<file path="src/ebc_pkg.sv">
// Shared types and constants of the emulator break control block.
// Assumes one system clock and a fetch stream reported by the core.
package ebc_pkg;

   localparam int          EBC_ADDR_W      = 13;
   localparam int          EBC_P0_W        = 4;
   localparam int          EBC_P1_W        = 4;
   localparam int          EBC_D_W         = 6;
   localparam logic [3:0]  EBC_P0_RST      = 4'h0;
   localparam logic [3:0]  EBC_P1_RST      = 4'h0;
   localparam logic [5:0]  EBC_D_RST       = 6'h00;
   localparam logic        EBC_TRIG_RST    = 1'b0;
   localparam logic [1:0]  EBC_T1          = 2'h0;
   localparam logic [1:0]  EBC_T2          = 2'h1;
   localparam logic [1:0]  EBC_T3          = 2'h2;

   // Instruction classes decoded by the core for this block
   typedef enum logic [2:0] {
      EBC_OP_OTHER,
      EBC_OP_CONT,
      EBC_OP_OUTPUT,
      EBC_OP_POWER_OFF,
      EBC_OP_POWER_ARM,
      EBC_OP_WDT_RESTART
   } ebc_op_t;

   // One fetched instruction as seen by the block
   typedef struct packed {
      logic                  valid;
      logic [EBC_ADDR_W-1:0] addr;
      ebc_op_t               op;
      logic                  skipped;
      logic                  bp_hit;
   } ebc_fetch_t;

   // Emulated port values
   typedef struct packed {
      logic [EBC_P0_W-1:0] p0;
      logic [EBC_P1_W-1:0] p1;
      logic [EBC_D_W-1:0]  d;
   } ebc_ports_t;

endpackage
</file>
<file path="src/ebc_break_ctrl.sv">
// Break, run control and emulated port timing of the emulation board.
// Assumes a core that reports each fetch with its class, state T1..T3.
// Function
// - Hardware breakpoint inside continuous run halts at first address after run.
// - Forced or trigger break halts even inside a continuous run.
// - Such a break on the run's second instruction halts at the next one.
// - Internal clock and timer tick keep running while halted.
// - Emulated ports change at T2 of the next output instruction.
// - Other ports update with the real device timing.
// - Power-down is entered on the power-off instruction alone.
// - Power-off-arm instruction has no effect on any state.
// - Watchdog is inert; check pin pulses during each restart instruction that is not skipped.
// - Breakpoint on a skipped instruction does not halt.
// - Trigger break on selectable edge; same input for trace events.
`timescale 1ns/1ps
module ebc_break_ctrl
   import ebc_pkg::*;
(
   input  wire logic                  clk,
   input  wire logic                  nrst,
   input  wire ebc_fetch_t            fetch,
   input  wire logic [1:0]            tstate,
   input  wire logic                  run_cmd,
   input  wire logic                  force_break,
   input  wire logic                  trig_in,
   input  wire logic                  trig_rising,
   input  wire logic                  trig_brk_en,
   input  wire logic                  out_wr,
   input  wire ebc_ports_t            out_wr_data,
   input  wire logic [3:0]            other_wr_data,
   output logic                       halted,
   output logic [EBC_ADDR_W-1:0]      halt_addr,
   output logic [EBC_ADDR_W-1:0]      resume_addr,
   output logic                       core_run,
   output logic                       timer_clk_en,
   output logic                       trace_event,
   output logic                       power_down,
   output logic                       watchdog_check_pin,
   output ebc_ports_t                 emu_ports,
   output logic [3:0]                 other_ports
);

   logic       rst_meta_reg;
   logic       rst_sync_reg;
   logic       nrst_s;
   logic       trig_meta_reg;
   logic       trig_sync_reg;
   logic       trig_prev_reg;
   logic       trig_meta_next;
   logic       trig_sync_next;
   logic       trig_prev_next;
   logic       trig_edge;

   // Run control states
   typedef enum logic [1:0] {
      EBC_RUN,
      EBC_PEND_ASYNC,
      EBC_PEND_HW,
      EBC_HALT
   } ebc_state_t;

   // Next-value pairs of each state group
   ebc_state_t             state_reg, state_next;
   logic [EBC_ADDR_W-1:0]  halt_reg, halt_next;
   logic [EBC_ADDR_W-1:0]  resume_reg, resume_next;
   logic                   pd_reg, pd_next;
   logic                   wdt_reg, wdt_next;
   ebc_ports_t             pend_reg, pend_next;
   ebc_ports_t             emu_reg, emu_next;
   logic [3:0]             oth_reg, oth_next;
   logic                   async_req;
   logic                   hw_req;

   // Reset release through two flops
   always_ff @(posedge clk or negedge nrst) begin
      if (!nrst) begin
         rst_meta_reg <= 1'b0;
         rst_sync_reg <= 1'b0;
      end else begin
         rst_meta_reg <= 1'b1;
         rst_sync_reg <= rst_meta_reg;
      end
   end
   assign nrst_s = rst_sync_reg;

   // Trigger synchroniser and previous-value stage
   always_comb begin
      trig_meta_next = trig_in;
      trig_sync_next = trig_meta_reg;
      // Third stage holds the previous value for edge detection
      trig_prev_next = trig_sync_reg;
   end

   always_ff @(posedge clk or negedge nrst_s) begin
      if (!nrst_s) begin
         trig_meta_reg <= EBC_TRIG_RST;
         trig_sync_reg <= EBC_TRIG_RST;
         trig_prev_reg <= EBC_TRIG_RST;
      end else begin
         trig_meta_reg <= trig_meta_next;
         trig_sync_reg <= trig_sync_next;
         trig_prev_reg <= trig_prev_next;
      end
   end

   // Edge select and break request sources
   assign trig_edge = trig_rising ? (trig_sync_reg & ~trig_prev_reg)
                                  : (~trig_sync_reg & trig_prev_reg);
   assign trace_event = trig_edge;
   assign async_req   = force_break | (trig_edge & trig_brk_en);
   assign hw_req      = fetch.valid & fetch.bp_hit & ~fetch.skipped;

   // Power-down, watchdog marker and port registers
   always_comb begin
      pd_next   = pd_reg;
      wdt_next  = 1'b0;
      pend_next = pend_reg;
      emu_next  = emu_reg;
      oth_next  = oth_reg;
      // Go clears power-down; a power-off fetch in the same cycle wins
      if (run_cmd) begin
         pd_next = 1'b0;
      end
      if (fetch.valid && !fetch.skipped && state_reg != EBC_HALT) begin
         if (fetch.op == EBC_OP_POWER_OFF) begin
            pd_next = 1'b1;
         end
      end
      // Power-off-arm falls through the decode with no action
      // Marker stays up while the restart instruction still executes
      if (fetch.op == EBC_OP_WDT_RESTART && !fetch.skipped) begin
         wdt_next = fetch.valid | wdt_reg;
      end
      // Emulated port values wait here until the next output instruction; other ports load at once
      if (out_wr) begin
         pend_next = out_wr_data;
         oth_next  = other_wr_data;
      end
      if (fetch.op == EBC_OP_OUTPUT && tstate == EBC_T2) begin
         emu_next = pend_reg;
      end
   end

   // Run control: a pending break halts on a later fetch
   always_comb begin
      state_next  = state_reg;
      halt_next   = halt_reg;
      resume_next = resume_reg;
      case (state_reg)
         EBC_RUN: begin
            if (async_req) begin
               state_next = EBC_PEND_ASYNC;
            end else if (hw_req) begin
               state_next = EBC_PEND_HW;
            end
         end
         EBC_PEND_ASYNC: begin
            // Halts on the next fetch, even inside a continuous run
            if (fetch.valid) begin
               state_next = EBC_HALT;
               halt_next  = fetch.addr;
               resume_next = fetch.addr;
            end
         end
         EBC_PEND_HW: begin
            // Waits until the continuous run has ended
            if (fetch.valid && !fetch.skipped &&
                fetch.op != EBC_OP_CONT) begin
               state_next  = EBC_HALT;
               halt_next   = fetch.addr;
               resume_next = fetch.addr;
            end
         end
         EBC_HALT: begin
            // Host picks the restart address past any run
            if (run_cmd) begin
               state_next = EBC_RUN;
            end
         end
         default: begin
            state_next = EBC_RUN;
         end
      endcase
   end

   // Register all next values
   always_ff @(posedge clk or negedge nrst_s) begin
      if (!nrst_s) begin
         state_reg   <= EBC_RUN;
         halt_reg    <= '0;
         resume_reg  <= '0;
         pd_reg      <= 1'b0;
         wdt_reg     <= 1'b0;
         pend_reg    <= '{p0: EBC_P0_RST, p1: EBC_P1_RST, d: EBC_D_RST};
         emu_reg     <= '{p0: EBC_P0_RST, p1: EBC_P1_RST, d: EBC_D_RST};
         oth_reg     <= 4'h0;
      end else begin
         state_reg   <= state_next;
         halt_reg    <= halt_next;
         resume_reg  <= resume_next;
         pd_reg      <= pd_next;
         wdt_reg     <= wdt_next;
         pend_reg    <= pend_next;
         emu_reg     <= emu_next;
         oth_reg     <= oth_next;
      end
   end

   // Outputs are decoded from the registers; timer_clk_en is tied high
   assign halted             = (state_reg == EBC_HALT);
   assign halt_addr          = halt_reg;
   assign resume_addr        = resume_reg;
   assign core_run           = (state_reg != EBC_HALT) & ~pd_reg;
   assign timer_clk_en       = 1'b1;
   assign power_down         = pd_reg;
   assign watchdog_check_pin = wdt_reg;
   assign emu_ports          = emu_reg;
   assign other_ports        = oth_reg;

endmodule

</file>
<file path="config.mk">
export PLATFORM = sky130hd
export DESIGN_NAME = ebc_break_ctrl
export DESIGN_NICKNAME = d
export VERILOG_FILES = /design/src/ebc_pkg.sv /design/src/ebc_break_ctrl.sv
export SDC_FILE = /design/constraint.sdc
export NUM_CORES = 1
export LEC_CHECK = 0
export ABC_AREA = 1
export BUFFER_PORTS_ARGS = -buffer_cell sky130_fd_sc_hd__buf_4
export CORE_AREA = 2 2 73 75
export CTS_CLUSTER_SIZE = 12
export DETAILED_ROUTE_END_ITERATION = 6
export DIE_AREA = 0 0 75 77
export PLACE_DENSITY_LB_ADDON = 0.08
export SLEW_MARGIN = 5
export SYNTH_ARGS = -nofsm -noshare
export SYNTH_HDL_FRONTEND = slang
export SYNTH_SLANG_ARGS = --single-unit
</file>
<file path="constraint.sdc">
create_clock -name clk -period 3 [get_ports clk]
set_input_delay 0.45 -clock clk [delete_from_list [all_inputs] [get_ports clk]]
set_output_delay 0.45 -clock clk [all_outputs]
set_load 0.05 [all_outputs]
</file>
# Word-level counts from Yosys, hierarchy flattened
# Index checks and enable logic that the tools add are counted.
# W data, S select, Z words.
# op_classes
reduce_logical	10
bitwise	12
eq_ne	13
mux	14
# ops
cell	count
$mux W13	2
$pmux W13 S2	1
$mux W2	5
$ne A2 B2 Y1 const B	4
$pmux W2 S4	1
$and A1 B1 Y1	6
$eq A3 B2 Y1 const B	2
$logic_and A1 B1 Y1	5
$mux W1	5
$eq A2 B1 Y1 const B	2
$eq A2 B2 Y1 const B	2
$not A1 Y1	4
$reduce_and A4 Y1	1
$eq A3 B3 Y1 const B	1
$ne A3 B1 Y1 const B	1
$ne A3 B3 Y1 const B	1
$reduce_and A3 Y1	1
$logic_not A2 Y1	1
$or A1 B1 Y1	2
$reduce_bool A2 Y1	1
$logic_not A1 Y1	1
# word_totals
reg_bits	54
out_inout_bits	50
input_bits	47

# Depth between registers and ports, before layout
# logic_depth
ltp_word	7
ltp_mapped	9

# Least setup slack after synthesis
# Ideal clock, no wire load.
# synth_timing
kind	register to output
start	reg state_reg[0]
end	out core_run
stages_incl_launch_ff	3
arrival_ns	1.532
setup_slack_ns	1.018
path_buffers	0
cell_sequence	dfrtp_1 -> ha_1 -> nor2_1
# synth_via
elab_chain_len	2
# synth_lines
element	line	text
start, declared	ebc_break_ctrl.sv:63	ebc_state_t state_reg, state_next;
start signal, assigned	ebc_break_ctrl.sv:198	state_reg <= state_next;
$ne A2 B2 Y1	ebc_break_ctrl.sv:213	assign core_run = (state_reg != EBC_HALT) & ~pd_reg;
$and A1 B1 Y1	ebc_break_ctrl.sv:213	
end, declared	ebc_break_ctrl.sv:34	output logic core_run,
# No other way between the ends.

# Worst setup path in the final report
# Same ends and word-level chain as after synthesis.

==> impl_metrics.toml <==
[power]
clkPwrFrac_pct = 12.8
p_leak_nw = 1.70
p_total_mw = 3.17
p_per_area_nw_per_um2 = 1010
ir_worst_vdd_mv = 0.898
sw_frac_of_total_pct = 49.4
seqPwrFrac_pct = 32.3
p_int_mw = 1.61
power_frac_comb_pct = 54.9
p_sw_mw = 1.57

[cells_and_area]
multi_input_area_um2 = 734
register_area_um2 = 1350
layout_common_cells = "buf_4 (95), nand2_1 (62), dfrtp_1 (53)"
final_util_pct = 63.2
drive_above_1_share_pct = 37.5
diodes = 0
layout_commonest_cell = "buf_4"
fillCellCount = 459
layout.cells.non_filler = 403
finalInstanceArea_um2 = 3150
areaGrowthSynthToFinish_pct = 31.0
layout.nets = 384

[drt]
drtAntennaViolNets = 0
vias = 1776
drc = 0
drtPass1Iterations = 4
avgRoutedWirePerCell_um = 10.7
vias_per_cell = 4.41
wirelength_mm = 4.32
drt_iter0_drc = 56

[sta]
min_period_ns = 1.75
fin_crit_sh_pct = 58.3
final_max_slew_viol_count = 0
worst_slack_ns = 1.25
finalHoldViolations = 0
skew_ns = 0.00840
rsz0062_at_grt = "false"
relSlewSlack_pct = 26.9
worst_pin_slew_ns = 1.10
fmax_mhz = 571
holdWs_ns = 0.247
setup_violations = 0
finalSetupTns_ns = 0

[worst_setup_path]
worstSetupStartpointType = "flop"
cp_slowest_cell = "dfrtp_1"
path_cells = "ha_1 -> nor2_1 -> buf_4"
crit_type = "flop to output port"
required_ns = 2.55
cp_max_fo = 4
critPathCaptureType = "output port"
cp_top_family = "flip-flops"
crit_arrival_ns = 1.30
critical_path.max_stage_delay_ns = 0.42
path_buf_inv = 1

[placement]
hpwlAfterDp_mm = 3.19
dp.cells = 394
dpl_worst_slack_ns = 1.25
portBuffers = 95
place_area_um2 = 3050
place.gp.congestion = 0.759

[grt]
grt_overflow = 0
busiest_layer = "met2"
met3_usage_pct = 4.73
grt_pass1_vias = 1621
grtUsageMet2_pct = 24.7
grt_pass1_wl_mm = 6.98
grt_use_met1_pct = 20.2
grt_max_degree = 53
track_usage_pct = 15.5
antenna_found_initial = 0

[clock_network]
post_cts_buffers = 0
clk_latency_ns = 0.30
cts_root_buffer = "clkbuf_8"
clk_pin_slew_worst_paths_ns = 0.09
cts_made_buffers = 5
cts_tree = "built"
cts.path.max_buffers = 2
cts.sink_count = 54
htreeDepth = 2

[synth]
synth.cell_area_um2 = 2400
synth_cell_types = 23
syn_inst = 249
ys_warn_count = 0
ys_seq_area_share_pct = 56.3
ys_ff_latch = 54
avgSynthCellArea_um2 = 9.65

[job]
cap_viol_max_count = 0

[die]
die_w_um = 75
die-area_um2 = 5780
num_rows = 26
core-area_um2 = 4980
initial_core_util_pct = 48.3
top_level_ports = 97
fp.dieH_um = 77

[worst_hold_path]
hp-class = "input port to flop"

[status]
status = "finished, final reports clean"
cells by family after synthesis:
kind of cell,count (synthesis),share of synthesized area (%)
DFF,54,56.3
buffers and inverters,63,13.3
and+or+nand+nor,77,13.5
AOI/OAI and AO/OA,45,12.2
muxes,4,1.87
other,1,0.156
adders and majority gates,5,2.60
timing repair:
| action | CTS | global route |
|---|---|---|
| endpoints found under the hold margin | 2 | 0 |
| endpoints found under the setup margin | 0 | 0 |
| gates resized for setup | 0 | 0 |
| hold buffers | 1 | 0 |
layout make-up:
class                   instances  area share [%]
flip-flops and latches         54            43.0
multi-input cells             133            23.3
repair buffers                 96            23.0
inverters                      42            5.01
well taps                      70            2.78
clock buffers                   7            2.74
clock inverters                 1           0.159
final timing paths:
check | from | endpoint | slack [ns] | cells after the start
worst min register to register | trig_meta_reg | trig_prev_next | 0.36 | 0
max in group asynchronous | nrst_s | emu_ports[10] | 1.85 | 0
worst max-delay path | state_reg[0] | core_run | 1.25 | 3
min in group asynchronous | nrst | rst_meta_reg | 0.46 | 2
worst max register to register | state_reg[0] | resume_addr[2] | 1.25 | 5
worst min-delay path | trig_in | trig_meta_reg | 0.25 | 1
cells in the mapped netlist:
cell	n	area, um^2
nand2_1	62	233
o32ai_1	1	8.76
conb_1	1	3.75
inv_1	42	158
o211ai_4	1	21.3
nand2_2	1	6.26
mux2_2	4	45.0
ha_1	5	62.6
o21ai_1	14	70.1
buf_6	4	45.0
dfrtp_1	54	1350
nor4_1	1	6.26
nor3_2	1	10.0
buf_2	1	5.00
clkbuf_1	2	7.51
nor2_1	5	18.8
nand3_2	1	10.0
nor2_4	1	11.3
nand3_1	3	15.0
o21ai_2	13	114
o21ai_0	16	80.1
buf_4	14	105
nand3b_1	2	15.0
power by group through the flow:
stage / combinational [mW] / clock, mW / sequential (mW)
floorplan: 0.972 / 0 / 1.47
global placement: 1.74 / 0 / 1.04
detailed placement: 1.76 / 0 / 1.04
CTS: 1.76 / 0.424 / 1.03
global route: 1.86 / 0.447 / 1.05
finish: 1.74 / 0.407 / 1.02
layer usage:
metal / routed length (um) / share of wire [%]
met5: 0 / 0
met4: 49 / 1.1
met3: 308 / 7.1
met2: 2030 / 47
met1: 1930 / 45
Power figures use the tool's default switching activity.
